### config.mk
export PLATFORM = sky130hd
export DESIGN_NAME = egp_port
export DESIGN_NICKNAME = d
export VERILOG_FILES = /design/src/egp_pkg.sv /design/src/egp_port.sv /design/src/egp_filter.sv
export SDC_FILE = /design/constraint.sdc
export NUM_CORES = 1
export LEC_CHECK = 0
export BUFFER_PORTS_ARGS = -buffer_cell sky130_fd_sc_hd__buf_2
export CAP_MARGIN = 10
export CELL_PAD_IN_SITES_DETAIL_PLACEMENT = 1
export CELL_PAD_IN_SITES_GLOBAL_PLACEMENT = 1
export CORE_AREA = 2 2 138 113
export CTS_BUF_LIST = sky130_fd_sc_hd__clkbuf_16
export DETAILED_ROUTE_END_ITERATION = 12
export DIE_AREA = 0 0 140 115
export PLACE_DENSITY = 0.64
export SYNTH_ARGS = -nofsm -noshare
export SYNTH_HDL_FRONTEND = slang
export SYNTH_SLANG_ARGS = --single-unit
### constraint.sdc
create_clock -name clk_i -period 1.3 [get_ports clk_i]
set_input_delay 0.195 -clock clk_i [delete_from_list [all_inputs] [get_ports clk_i]]
set_output_delay 0.195 -clock clk_i [all_outputs]
set_load 0.02 [all_outputs]
### src/egp_pkg.sv
// Package for the eight-bit GPIO port: register map, reset values, carriers
package egp_pkg;

  localparam int unsigned ADDR_W = 3;
  localparam int unsigned DATA_W = 8;

  // Register offsets (word index on the plain register port)
  localparam logic [2:0] OFF_DATA_LATCH     = 3'h0;
  localparam logic [2:0] OFF_DIRECTION      = 3'h1;
  localparam logic [2:0] OFF_PULLUP_ENABLE  = 3'h2;
  localparam logic [2:0] OFF_SLEW_CONTROL   = 3'h3;
  localparam logic [2:0] OFF_DRIVE_STRENGTH = 3'h4;
  localparam logic [2:0] OFF_FILTER_ENABLE  = 3'h5;

  // Reset values
  localparam logic [7:0] RST_DATA_LATCH     = 8'h00;
  localparam logic [7:0] RST_DIRECTION      = 8'h00;
  localparam logic [7:0] RST_PULLUP_ENABLE  = 8'h00;
  localparam logic [7:0] RST_SLEW_CONTROL   = 8'h00;
  localparam logic [7:0] RST_DRIVE_STRENGTH = 8'h00;
  localparam logic [7:0] RST_FILTER_ENABLE  = 8'hff;
  localparam logic [7:0] READ_UNMAPPED      = 8'h00;

  // Output-only pin position
  localparam int unsigned OUTPUT_ONLY_BIT = 1;
  localparam logic [7:0]  OUTPUT_ONLY_MASK = 8'h02;

  // Low-pass filter: samples that must agree before the filtered level moves
  localparam int unsigned FILTER_TIME_NS = 50;
  localparam int unsigned CLK_PERIOD_NS  = 10;
  localparam int unsigned FILTER_CYCLES  = (FILTER_TIME_NS + CLK_PERIOD_NS - 1) / CLK_PERIOD_NS;

  // Register port request
  typedef struct packed {
    logic [2:0] addr;
    logic [7:0] wdata;
    logic       wr;
    logic       rd;
  } egp_req_type;

  // Per-pin analog controls towards the pad ring
  typedef struct packed {
    logic [7:0] pullup_on;
    logic [7:0] slew_on;
    logic [7:0] drive_high;
  } egp_pad_type;

endpackage

### src/egp_port.sv
// Eight-bit general-purpose I/O port with pad controls and input filters
//
// Notes on behaviour
// - A read of the data register returns the pin level for every pin set as input.
// - A read of the data register returns the latch for every pin set as output.
// - Every data register write loads all eight latch bits whatever the directions.
// - Each output pin is driven with the level held in its latch bit.
// - Reset clears the latch, makes every pin except bit 1 an input and turns every pull-up off.
// - Direction 0 disables the driver and reads the pin; 1 drives and reads the latch.
// - Bit 1 is an output-only pin and always reads its latch bit.
// - The direction bit of bit 1 is stored but does not change that pin.
// - The pull-up bit of bit 1 is stored but never turns on a pull-up there.
// - On an input pin a pull-up bit of 1 turns the pull-up on and 0 turns it off.
// - An output pin never has its pull-up on, whatever the pull-up bit says.
// - A slew bit of 1 enables slew-rate control on the pin and 0 disables it.
// - Slew bits have no effect on input pins.
// - A drive bit of 0 selects low drive and 1 selects high drive.
// - Each pin has an input low-pass filter, enabled from reset, that software can clear.
//
// Added by the designer: strobed register access and the address map.
`timescale 1ns/1ps
module egp_port #(
  parameter int unsigned FILTER_CYCLES = egp_pkg::FILTER_CYCLES
) (
  input  wire logic                 clk_i,
  input  wire logic                 reset_i,
  input  wire egp_pkg::egp_req_type req_i,
  output logic [7:0]                rdata_o,
  input  wire logic [7:0]           pin_i,
  output logic [7:0]                pin_o,
  output logic [7:0]                pin_oe_o,
  output egp_pkg::egp_pad_type      pad_o
);

  // ------------------------------------------------------------
  // Register file
  // ------------------------------------------------------------
  logic [7:0] latch_reg,  latch_next;
  logic [7:0] dir_reg,    dir_next;
  logic [7:0] pullup_reg, pullup_next;
  logic [7:0] slew_reg,   slew_next;
  logic [7:0] drive_reg,  drive_next;
  logic [7:0] filt_reg,   filt_next;
  logic [7:0] rdata_reg,  rdata_next;
  logic [7:0] read_view;

  always_comb begin
    latch_next  = latch_reg;
    dir_next    = dir_reg;
    pullup_next = pullup_reg;
    slew_next   = slew_reg;
    drive_next  = drive_reg;
    filt_next   = filt_reg;
    if (req_i.wr) begin
      case (req_i.addr)
        egp_pkg::OFF_DATA_LATCH:     latch_next  = req_i.wdata;
        egp_pkg::OFF_DIRECTION:      dir_next    = req_i.wdata;
        egp_pkg::OFF_PULLUP_ENABLE:  pullup_next = req_i.wdata;
        egp_pkg::OFF_SLEW_CONTROL:   slew_next   = req_i.wdata;
        egp_pkg::OFF_DRIVE_STRENGTH: drive_next  = req_i.wdata;
        egp_pkg::OFF_FILTER_ENABLE:  filt_next   = req_i.wdata;
        default: ;
      endcase
    end
  end

  always_comb begin
    rdata_next = rdata_reg;
    if (req_i.rd) begin
      case (req_i.addr)
        egp_pkg::OFF_DATA_LATCH:     rdata_next = read_view;
        egp_pkg::OFF_DIRECTION:      rdata_next = dir_reg;
        egp_pkg::OFF_PULLUP_ENABLE:  rdata_next = pullup_reg;
        egp_pkg::OFF_SLEW_CONTROL:   rdata_next = slew_reg;
        egp_pkg::OFF_DRIVE_STRENGTH: rdata_next = drive_reg;
        egp_pkg::OFF_FILTER_ENABLE:  rdata_next = filt_reg;
        default:                     rdata_next = egp_pkg::READ_UNMAPPED;
      endcase
    end
  end

  always_ff @(posedge clk_i) begin
    if (reset_i) begin
      latch_reg  <= egp_pkg::RST_DATA_LATCH;
      dir_reg    <= egp_pkg::RST_DIRECTION;
      pullup_reg <= egp_pkg::RST_PULLUP_ENABLE;
      slew_reg   <= egp_pkg::RST_SLEW_CONTROL;
      drive_reg  <= egp_pkg::RST_DRIVE_STRENGTH;
      filt_reg   <= egp_pkg::RST_FILTER_ENABLE;
      rdata_reg  <= 8'h00;
    end else begin
      latch_reg  <= latch_next;
      dir_reg    <= dir_next;
      pullup_reg <= pullup_next;
      slew_reg   <= slew_next;
      drive_reg  <= drive_next;
      filt_reg   <= filt_next;
      rdata_reg  <= rdata_next;
    end
  end

  assign rdata_o = rdata_reg;

  // ------------------------------------------------------------
  // Input path: synchroniser then filter
  // ------------------------------------------------------------
  // The first stage is read only by the second, to keep metastability local
  logic [7:0] sync1_reg, sync2_reg;
  logic [7:0] filtered;

  always_ff @(posedge clk_i) begin
    if (reset_i) begin
      sync1_reg <= 8'h00;
      sync2_reg <= 8'h00;
    end else begin
      sync1_reg <= pin_i;
      sync2_reg <= sync1_reg;
    end
  end

  for (genvar i = 0; i < 8; i++) begin : g_filt
    egp_filter #(
      .CYCLES (FILTER_CYCLES)
    ) u_filt (
      .clk_i    (clk_i),
      .reset_i  (reset_i),
      .enable_i (filt_reg[i]),
      .level_i  (sync2_reg[i]),
      .level_o  (filtered[i])
    );
  end

  // ------------------------------------------------------------
  // Pin drive and pad controls
  // ------------------------------------------------------------
  logic [7:0] out_mask;

  // Bit 1 drives regardless of its stored direction
  assign out_mask = dir_reg | egp_pkg::OUTPUT_ONLY_MASK;
  assign read_view = (out_mask & latch_reg) | (~out_mask & filtered);
  assign pin_o     = latch_reg;
  assign pin_oe_o  = reset_i ? 8'h00 : out_mask;
  // The output-only bit is never an input, so its pull-up stays off
  assign pad_o.pullup_on  = reset_i ? 8'h00 : (pullup_reg & ~out_mask);
  assign pad_o.slew_on    = slew_reg & out_mask;
  assign pad_o.drive_high = drive_reg;

  // ------------------------------------------------------------
  // Checks
  // ------------------------------------------------------------
  logic [7:0] past_wdata;
  always_ff @(posedge clk_i) begin
    past_wdata <= req_i.wdata;
  end

  data_write_a: assert property (@(posedge clk_i) disable iff (reset_i)
    req_i.wr && req_i.addr == egp_pkg::OFF_DATA_LATCH |=> pin_o == past_wdata)
    else $error("data write did not load all latch bits");

  input_read_a: assert property (@(posedge clk_i) disable iff (reset_i)
    req_i.rd && req_i.addr == egp_pkg::OFF_DATA_LATCH && filt_reg == 8'h00
    |=> ((rdata_o ^ $past(sync2_reg)) & ~$past(out_mask)) == 8'h00)
    else $error("input read did not return the pin level");

  output_read_a: assert property (@(posedge clk_i) disable iff (reset_i)
    req_i.rd && req_i.addr == egp_pkg::OFF_DATA_LATCH
    |=> ((rdata_o ^ $past(latch_reg)) & $past(out_mask)) == 8'h00)
    else $error("output read did not return the latch");

  only_bit_read_a: assert property (@(posedge clk_i) disable iff (reset_i)
    req_i.rd && req_i.addr == egp_pkg::OFF_DATA_LATCH
    |=> rdata_o[1] == $past(latch_reg[1]))
    else $error("output-only bit did not read its latch");

  drive_enable_a: assert property (@(posedge clk_i) disable iff (reset_i)
    pin_oe_o == (dir_reg | 8'h02))
    else $error("driver enable does not follow direction");

  only_pullup_a: assert property (@(posedge clk_i) disable iff (reset_i)
    !pad_o.pullup_on[1])
    else $error("pull-up on at output-only pin");

  pullup_gate_a: assert property (@(posedge clk_i) disable iff (reset_i)
    (pad_o.pullup_on & dir_reg) == 8'h00 && (pad_o.pullup_on | dir_reg | 8'h02)
    == (pullup_reg | dir_reg | 8'h02))
    else $error("pull-up does not follow enable and direction");

  slew_gate_a: assert property (@(posedge clk_i) disable iff (reset_i)
    pad_o.slew_on == (slew_reg & (dir_reg | 8'h02)))
    else $error("slew control active on input pin");

  reset_state_a: assert property (@(posedge clk_i)
    reset_i ##1 !reset_i |-> pin_o == 8'h00 && pin_oe_o == 8'h02 && pad_o.pullup_on == 8'h00)
    else $error("reset state wrong");

  reset_hold_a: assert property (@(posedge clk_i)
    reset_i |-> pin_oe_o == 8'h00 && pad_o.pullup_on == 8'h00)
    else $error("pin driven or pulled during reset");

  latch_reset_a: assert property (@(posedge clk_i)
    reset_i |=> latch_reg == 8'h00 && dir_reg == 8'h00 && pullup_reg == 8'h00)
    else $error("latch, direction or pull-up not cleared by reset");

  pad_reset_a: assert property (@(posedge clk_i)
    reset_i |=> slew_reg == 8'h00 && drive_reg == 8'h00)
    else $error("slew or drive not cleared by reset");

  rdata_reset_a: assert property (@(posedge clk_i)
    reset_i |=> rdata_o == 8'h00)
    else $error("read data not cleared by reset");

  dir_write_a: assert property (@(posedge clk_i) disable iff (reset_i)
    req_i.wr && req_i.addr == egp_pkg::OFF_DIRECTION |=> dir_reg == past_wdata)
    else $error("direction write not stored");

  pullup_write_a: assert property (@(posedge clk_i) disable iff (reset_i)
    req_i.wr && req_i.addr == egp_pkg::OFF_PULLUP_ENABLE |=> pullup_reg == past_wdata)
    else $error("pull-up write not stored");

  slew_write_a: assert property (@(posedge clk_i) disable iff (reset_i)
    req_i.wr && req_i.addr == egp_pkg::OFF_SLEW_CONTROL |=> slew_reg == past_wdata)
    else $error("slew write not stored");

  drive_write_a: assert property (@(posedge clk_i) disable iff (reset_i)
    req_i.wr && req_i.addr == egp_pkg::OFF_DRIVE_STRENGTH |=> pad_o.drive_high == past_wdata)
    else $error("drive write not applied");

  filter_write_a: assert property (@(posedge clk_i) disable iff (reset_i)
    req_i.wr && req_i.addr == egp_pkg::OFF_FILTER_ENABLE |=> filt_reg == past_wdata)
    else $error("filter enable write not stored");

  latch_hold_a: assert property (@(posedge clk_i) disable iff (reset_i)
    !req_i.wr |=> $stable(latch_reg))
    else $error("latch changed without a write");

  pin_drive_a: assert property (@(posedge clk_i) disable iff (reset_i)
    pin_o == latch_reg)
    else $error("pin drive differs from latch");

  only_bit_drive_a: assert property (@(posedge clk_i) disable iff (reset_i)
    pin_oe_o[1])
    else $error("output-only pin not driven");

  pullup_input_a: assert property (@(posedge clk_i) disable iff (reset_i)
    (pad_o.pullup_on & ~(dir_reg | egp_pkg::OUTPUT_ONLY_MASK))
    == (pullup_reg & ~(dir_reg | egp_pkg::OUTPUT_ONLY_MASK)))
    else $error("input pull-up does not follow its bit");

  slew_output_a: assert property (@(posedge clk_i) disable iff (reset_i)
    (pad_o.slew_on & (dir_reg | egp_pkg::OUTPUT_ONLY_MASK))
    == (slew_reg & (dir_reg | egp_pkg::OUTPUT_ONLY_MASK)))
    else $error("output slew does not follow its bit");

  unmapped_read_a: assert property (@(posedge clk_i) disable iff (reset_i)
    req_i.rd && req_i.addr > egp_pkg::OFF_FILTER_ENABLE |=> rdata_o == 8'h00)
    else $error("unmapped read not zero");

  unmapped_write_a: assert property (@(posedge clk_i) disable iff (reset_i)
    req_i.wr && req_i.addr > egp_pkg::OFF_FILTER_ENABLE |=> $stable(dir_reg) && $stable(filt_reg))
    else $error("unmapped write changed a register");

  dir_read_a: assert property (@(posedge clk_i) disable iff (reset_i)
    req_i.rd && req_i.addr == egp_pkg::OFF_DIRECTION |=> rdata_o == $past(dir_reg))
    else $error("direction read wrong");

  filter_read_a: assert property (@(posedge clk_i) disable iff (reset_i)
    req_i.rd && req_i.addr == egp_pkg::OFF_FILTER_ENABLE |=> rdata_o == $past(filt_reg))
    else $error("filter enable read wrong");

  rdata_hold_a: assert property (@(posedge clk_i) disable iff (reset_i)
    !req_i.rd |=> $stable(rdata_o))
    else $error("read data moved without a read");

  sync_chain_a: assert property (@(posedge clk_i) disable iff (reset_i)
    1'b1 |=> sync2_reg == $past(sync1_reg))
    else $error("second synchroniser stage skipped");

  filter_pass_a: assert property (@(posedge clk_i) disable iff (reset_i)
    ((filtered ^ sync2_reg) & ~filt_reg) == 8'h00)
    else $error("disabled filter does not pass the level");

  filter_reset_a: assert property (@(posedge clk_i)
    reset_i |=> filt_reg == 8'hff)
    else $error("filters not enabled after reset");

endmodule

### src/egp_filter.sv
// Per-pin input low-pass filter: a level must be stable for a run of samples
`timescale 1ns/1ps
module egp_filter #(
  parameter int unsigned CYCLES = egp_pkg::FILTER_CYCLES
) (
  input  wire logic clk_i,
  input  wire logic reset_i,
  input  wire logic enable_i,
  input  wire logic level_i,
  output logic      level_o
);

  localparam int unsigned CW = $clog2(CYCLES + 1);

  logic [CW-1:0] count_reg;
  logic [CW-1:0] count_next;
  logic          out_reg;
  logic          out_next;

  always_comb begin
    count_next = count_reg;
    out_next   = out_reg;
    if (!enable_i || level_i == out_reg) begin
      count_next = '0;
      out_next   = enable_i ? out_reg : level_i;
    end else if (count_reg == CW'(CYCLES - 1)) begin
      count_next = '0;
      out_next   = level_i;
    end else begin
      count_next = count_reg + CW'(1);
    end
  end

  always_ff @(posedge clk_i) begin
    if (reset_i) begin
      count_reg <= '0;
      out_reg   <= 1'b0;
    end else begin
      count_reg <= count_next;
      out_reg   <= out_next;
    end
  end

  // A disabled filter is a plain wire, so reads follow the synchroniser with no extra lag
  assign level_o = enable_i ? out_reg : level_i;

endmodule

==> metrics.csv, run 1 <==
metric,value,unit
gr usage total,16.9,%
Avg WL per Cell,16.8,microns
sequential share of the synthesized area,45.3,%
max reg flops,21,
max_cap viols,0,
most frequent cells in the layout,"nand2_1 (122), dfxtp_1 (89), buf_2 (59)",
global-route wire length before repair,21100,microns
Final Hold Fails,0,
row count,40,
worst skew pair latency,0.34,ns
Starting Density,29.3,%
"most common cell after layout, fill and taps aside",nand2_1,
design area,5510,sq um
DR iter-0 viols,195,
Reg2Reg Setup Slack,0.04,ns
Synth Warn #,0,
post-layout min period,1.33,ns
crit-path max cell delay,0.33,ns
drt drc,3,
Worst Hold Launch,pin_i[7],
FF-to-FF End,rdata_o[0]$_SDFFE_PP0P_,
layout cells sized above 1,24.9,%
"Slew Viols, Final",0,
Max VDD drop,709,uV
Cells after Synth,510,
Setup Viol. Count Final,1,
Die W,140,microns
critical path's slowest cell,dfxtp_2,
crit-path cells,"buf_6, nor3b_2, buf_4",
status,finished with violations,
startpoint types,flip-flop,
# diodes,0,
Comb pwr share,8.8,%
Worst Hold Path EP,sync1_reg[7]$_SDFF_PP0_,
1st-pass router iterations,11,
number of global-route vias before repair,3832,
routed vias/inst,4.86,
failing checks,"design-rule violations, negative setup slack",
Pwr Total,6.56,mW
routed wire length,13500,microns
Critical Path RT,1.11,ns
post-synthesis register bit count,98,
Sw Pwr,1.59,mW
H-Tree Depth,3,
port bufs,68,
Post-synth EDFFs,0,
syn avg cell area,8.49,sq um
RR Startpoint,slew_reg[0]$_SDFFE_PP0P_,
Clk pwr share,43.4,%
Fmax,752,MHz
Placed Area,5090,sq um
GP Congestion,0.820,
core footprint,14800,sq um
Worst Hold Class,in -> reg,
CTS Root Cell,clkbuf_16,
cts bufs inserted,9,
Post-DRT Antenna Nets,0,
worst r2r path cells,4,
"Async S/R FF share, synth",0,%
Finished Core Util,37.3,%
num ports,71,
Die Y,115,microns
Static Leak,2.31,nW
WS Path Type,reg -> out,
initial antenna violation count,0,
Net Sw Frac,24.3,%
final setup margin,-0.0296,ns
setup repair after global routing missed its margin,yes,
Max Clock Skew,0.00385,ns
crit share post-route,102,%
Cells on Worst Hold Path,2,
largest net degree at the start of global routing,38,
clock transition at the registers of the reported paths,0.07,ns
grt ovf,0,
Worst setup EP type,primary output,
CP Max Fanout,6,
Syn Nets,547,
Power Density,1190,nW/um^2
Area Growth Syn to Fin,27.3,%
Max Buffers Root-to-Sink,2,
Post-Syn Area,4330,sq um
# clock sinks,98,
hpwl dp,10200,microns
Crit path arrival time,1.13,ns
via count,3885,
top_reg_cell synth,dfxtp_1,
worst slack after detailed placement,-0.179,ns
sequential share of power,47.8,%
Pint,4.97,mW
Synth cell types,45,
TritonCTS clock tree,built,
die area,16100,sq um
layout net count,642,
[per-layer routing]
layer / global-route usage, % / wire length, microns
met3: 3.37 / 476
met4: 3.91 / 135
met5: 0 / 0
met1: 23.8 / 6810
met2: 27.0 / 6030
[power groups by stage]
stage          Combinational (mW)  Clock, mW  Sequential [mW]
6_report                    0.579       2.85             3.13
5_1_grt                     0.635       3.03             3.14
4_1_cts                     0.578       2.93             3.14
3_5_place_dp                0.569          0             3.21
3_3_place_gp                0.555          0             3.20
2_1_floorplan               0.301          0             3.21
[worst max-delay path by stage]
stage	end	startpoint	cells past startpoint	slack (ns)
final	pad_o[16]	dir_reg[0]$_SDFFE_PP0P_	3	-0.03
after global placement	rdata_o[5]$_SDFFE_PP0P_	req_i[11]	7	-0.16
after detailed placement	rdata_o[7]$_SDFFE_PP0P_	req_i[11]	5	-0.18
after floorplan	pin_oe_o[6]	reset_i	4	0.003
after CTS	pad_o[16]	dir_reg[0]$_SDFFE_PP0P_	3	-0.05
after global routing	pad_o[23]	dir_reg[7]$_SDFFE_PP0P_	3	-0.06
[cell type report]
| type | instances | area, sq um |
|---|---|---|
| clock buffer | 9 | 225 |
| clock inverter | 7 | 85.1 |
| fill | 1738 | 9250 |
| inverter | 25 | 97.6 |
| multi-input combinational | 365 | 2180 |
| sequential | 98 | 1980 |
| tap | 189 | 236 |
| timing repair buffer | 106 | 704 |
[cells in the mapped netlist (7+ instances only)]
library cell,n,area (sq um)
nand2_1,122,458
dfxtp_1,98,1960
a21oi_1,53,265
nor2_1,26,97.6
inv_1,24,90.1
nor2b_1,24,150
mux2i_1,22,220
ha_1,14,175
o21ai_0,12,60.1
nand3_1,11,55.1
clkbuf_1,10,37.5
and2_1,7,43.8
nand4_1,7,43.8
nor3b_1,7,52.6
xnor2_1,7,61.3
xor2_1,7,61.3
[worst max-delay path, delay by kind of cell, from the launching register on]
family / cells / cell delay, ns
AND/OR/NAND/NOR: 1 / 0.17
buffers and inverters: 2 / 0.30
flip-flops: 1 / 0.33
[what timing repair did]
action / in CTS / in global routing
pin swaps: 2 / 0
gates cloned: 0 / 0
hold endpoints to repair: 0 / 0
hold buffers: 0 / 0
endpoints found under the setup margin: 20 / 14
setup buffers: 1 / 1
gates resized for setup: 21 / 15
[logic make-up after synthesis]
kind of cell,share of synthesized area [%]
and+or+nand+nor,24.0
buffers and inverters,5.06
xor gates and xnor gates,2.83
other,0.0866
muxes,6.82
AOI/OAI and AO/OA,11.9
adders and majority gates,4.05
DFF,45.3
[per-stage QoR]
step / instances / setup TNS (ns) / hold slack [ns]
CTS: 798 / -0.0713 / 0.0474
global placement: 781 / -3.84 / 0.400
finish: 799 / -0.0296 / 0.0599
global route: 799 / -0.262 / 0.0634
floorplan: 510 / 0 / 0.323
detailed placement: 781 / -5.15 / 0.415
(Power assumes the default switching activity.)
==> inputs of run 2 (changes only) <==
--- a/config.mk
+++ b/config.mk
@@ -5,15 +5,16 @@
 export SDC_FILE = /design/constraint.sdc
 export NUM_CORES = 1
 export LEC_CHECK = 0
+export ABC_AREA = 1
 export BUFFER_PORTS_ARGS = -buffer_cell sky130_fd_sc_hd__buf_2
 export CAP_MARGIN = 10
 export CELL_PAD_IN_SITES_DETAIL_PLACEMENT = 1
 export CELL_PAD_IN_SITES_GLOBAL_PLACEMENT = 1
-export CORE_AREA = 2 2 138 113
+export CORE_AREA = 2 2 139 114
 export CTS_BUF_LIST = sky130_fd_sc_hd__clkbuf_16
 export DETAILED_ROUTE_END_ITERATION = 12
-export DIE_AREA = 0 0 140 115
-export PLACE_DENSITY = 0.64
+export DIE_AREA = 0 0 141 116
+export PLACE_DENSITY = 0.66
 export SYNTH_ARGS = -nofsm -noshare
 export SYNTH_HDL_FRONTEND = slang
 export SYNTH_SLANG_ARGS = --single-unit
==> run 2 against run 1 <==
Die area grew 1.6%. The flow now finishes without violations. Worst setup slack gained 0.052 ns. Critical endpoint is now pad_o[20]. Global-route usage increased by 0.38 points. Hold slack lost 0.013 ns. Largest cell class unchanged.
==> metrics.csv, run 2 <==
metric,value,unit
FF-to-FF End,g_filt[0].u_filt.out_reg$_SDFFE_PP0P_,
CP bufs+invs,2,
Setup Viol. Count Final,0,
CP Max Fanout,3,
"count leader, synth",nand2_1,
"Slew Viols, Final",0,
status,finished clean,
Synth Warn #,0,
syn avg cell area,7.20,sq um
Max Buffers Root-to-Sink,2,
drt drc,0,
# diodes,0,
Static Leak,2.68,nW
TritonCTS clock tree,built,
largest net degree at the start of global routing,41,
layout cells sized above 1,28.9,%
crit-path cells,"inv_4, nand2_4, nor2_4, buf_6",
worst skew pair latency,0.35,ns
hold buffer count at CTS,0,
XOR/XNOR share of the synthesized area,1.39,%
layout net count,764,
global-route wire length before repair,22100,microns
met1 Use GR,21.2,%
crit-path max cell delay,0.36,ns
Power Density,1180,nW/um^2
Worst Hold Launch,pin_i[2],
Placed Area,5190,sq um
grt ovf,0,
largest family of logic cells by synthesized area,simple AND/OR/NAND/NOR gates,
core footprint,14900,sq um
mux contribution to synthesized area,0,%
row count,40,
RR Startpoint,g_filt[0].u_filt.count_reg[0]$_SDFF_PP0_,
CTS Root Cell,clkbuf_16,
Post-DRT Antenna Nets,0,
via count,4350,
most frequent cells in the layout,"nand2_1 (90), nor2_1 (85), dfxtp_1 (83)",
Synth area leader,dfxtp_1,
Crit path max-delay family,flip-flops,
Critical Path RT,1.11,ns
Die W,141,microns
post-layout min period,1.28,ns
Synth Area in Compound Gates,13.4,%
# clock sinks,98,
Pwr Total,6.97,mW
GR peak layer,met2,
Die Y,116,microns
startpoint types,flip-flop,
Cells after Synth,614,
gr usage total,17.3,%
Post-synth top cells,"nand2_1 (102), dfxtp_1 (98), nor2_1 (94)",
sequential share of the synthesized area,44.4,%
Max VDD drop,639,uV
1st-pass router iterations,4,
post-synthesis simple-gate area fraction,25.4,%
die area,16400,sq um
WS Path Type,reg -> out,
routed wire length,13900,microns
Crit path arrival time,1.08,ns
Synth Area in Adders,3.96,%
DR iter-0 viols,147,
"most common cell after layout, fill and taps aside",nand2_1,
post-synthesis register bit count,98,
cts bufs inserted,9,
Max Clock Skew,0.00747,ns
GRT met3 Usage,3.88,%
Avg WL per Cell,15.1,microns
crit path from,dir_reg[4]$_SDFFE_PP0P_,
crit share post-route,98.2,%
Post-synth EDFFs,0,
GP Congestion,0.812,
hpwl dp,10200,microns
Synth top area share,44.4,%
H-Tree Depth,3,
filler instances,1846,
max_cap viols,0,
met2 Use GR,31.1,%
Post-Syn Area,4420,sq um
setup repair after global routing missed its margin,yes,
Syn Nets,651,
Reg2Reg Setup Slack,0.05,ns
initial antenna violation count,0,
Worst Hold Class,in -> reg,
synth top area cells,"dfxtp_1 (44%), nand2_1 (8.7%), nor2_1 (8.0%)",
max reg flops,21,
Fmax,783,MHz
critical path depth,4,
design area,5910,sq um
crit path capture,pad_o[20],
Area Growth Syn to Fin,33.9,%
Synth cell types,30,
"Async S/R FF share, synth",0,%
num ports,71,
Worst setup EP type,primary output,
port bufs,68,
routed vias/inst,4.73,
worst r2r path cells,6,
Starting Density,29.7,%
clock transition at the registers of the reported paths,0.06,ns
top_reg_cell synth,dfxtp_1,
Setup TNS,0,ns
Final Hold Fails,0,
critical path's slowest cell,dfxtp_4,
number of global-route vias before repair,4501,
==> run 2: cell count changes after synthesis, moves of 5 or more <==
cell,delta
and2_1,-7
nor2_1,+68
mux2i_1,-22
nand4_1,+5
o31ai_1,+6
nand2_1,-20
o21ai_0,+29
xor2_1,-7
nor2b_1,-24
inv_1,+67
nor3b_1,-7
a22oi_1,-5
nand3_1,+29
inv_2,+5
==> run 2: logic make-up after synthesis <==
group,Yosys count
flops,98
other cells,1
compound gates,113
xor+xnor,7
simple gates,261
fa+ha+maj,14
buf+inv,120
==> run 2: worst min-delay path by stage <==
stage                                    to  cells past startpoint  slack (ns)
floorplan           sync1_reg[0]$_SDFF_PP0_                      2        0.30
global placement    sync1_reg[2]$_SDFF_PP0_                      3        0.39
detailed placement  sync1_reg[2]$_SDFF_PP0_                      3        0.40
CTS                 sync1_reg[2]$_SDFF_PP0_                      3        0.04
global route        sync1_reg[0]$_SDFF_PP0_                      3        0.04
finish              sync1_reg[2]$_SDFF_PP0_                      3        0.05
==> run 2: stage by stage <==
step	util, %	setup WS (ns)	hold WS, ns	std cells
after CTS	38.0	-0.0388	0.0370	908
after detailed placement	34.9	-0.130	0.402	887
final	39.8	0.0229	0.0470	920
after floorplan	-	0.195	0.302	614
after global routing	39.8	-0.0267	0.0444	920
after global placement	34.9	-0.0103	0.394	887
==> run 2: where the power goes <==
group / total, mW / switching (mW) / internal (mW)
clock: 3.03 / 1.17 / 1.86
combinational: 0.763 / 0.472 / 0.291
sequential: 3.18 / 0.0810 / 3.10
total: 6.97 / 1.72 / 5.25
==> run 2: final cells by class <==
class / count / area, sq um / area share (%)
flip-flops and latches: 98 / 2000 / 33.7
clock inverters: 6 / 106 / 1.80
clock buffers: 9 / 225 / 3.81
well taps: 189 / 236 / 4.00
multi-input cells: 396 / 2110 / 35.7
inverters: 97 / 384 / 6.49
repair buffers: 125 / 856 / 14.5
==> run 2: tightest hold or removal path, stage by stage <==
cell and delay, ns:
buf_2 0.07, inv_1 0.03, nor2_1 0.06
==> run 2: metal layers <==
layer | part of all wire [%] | up-vias
met3 | 3.2 | 13
met4 | 1.3 | 0
li1 | - | 2171
met1 | 46 | 2096
met2 | 49 | 70
met5 | 0 | -
==> run 2: what timing repair did <==
| item | CTS | global route |
|---|---|---|
| pin swaps | 3 | 16 |
| endpoints found under the setup margin | 14 | 33 |
| resized for setup | 38 | 58 |
| setup buffers | 6 | 12 |
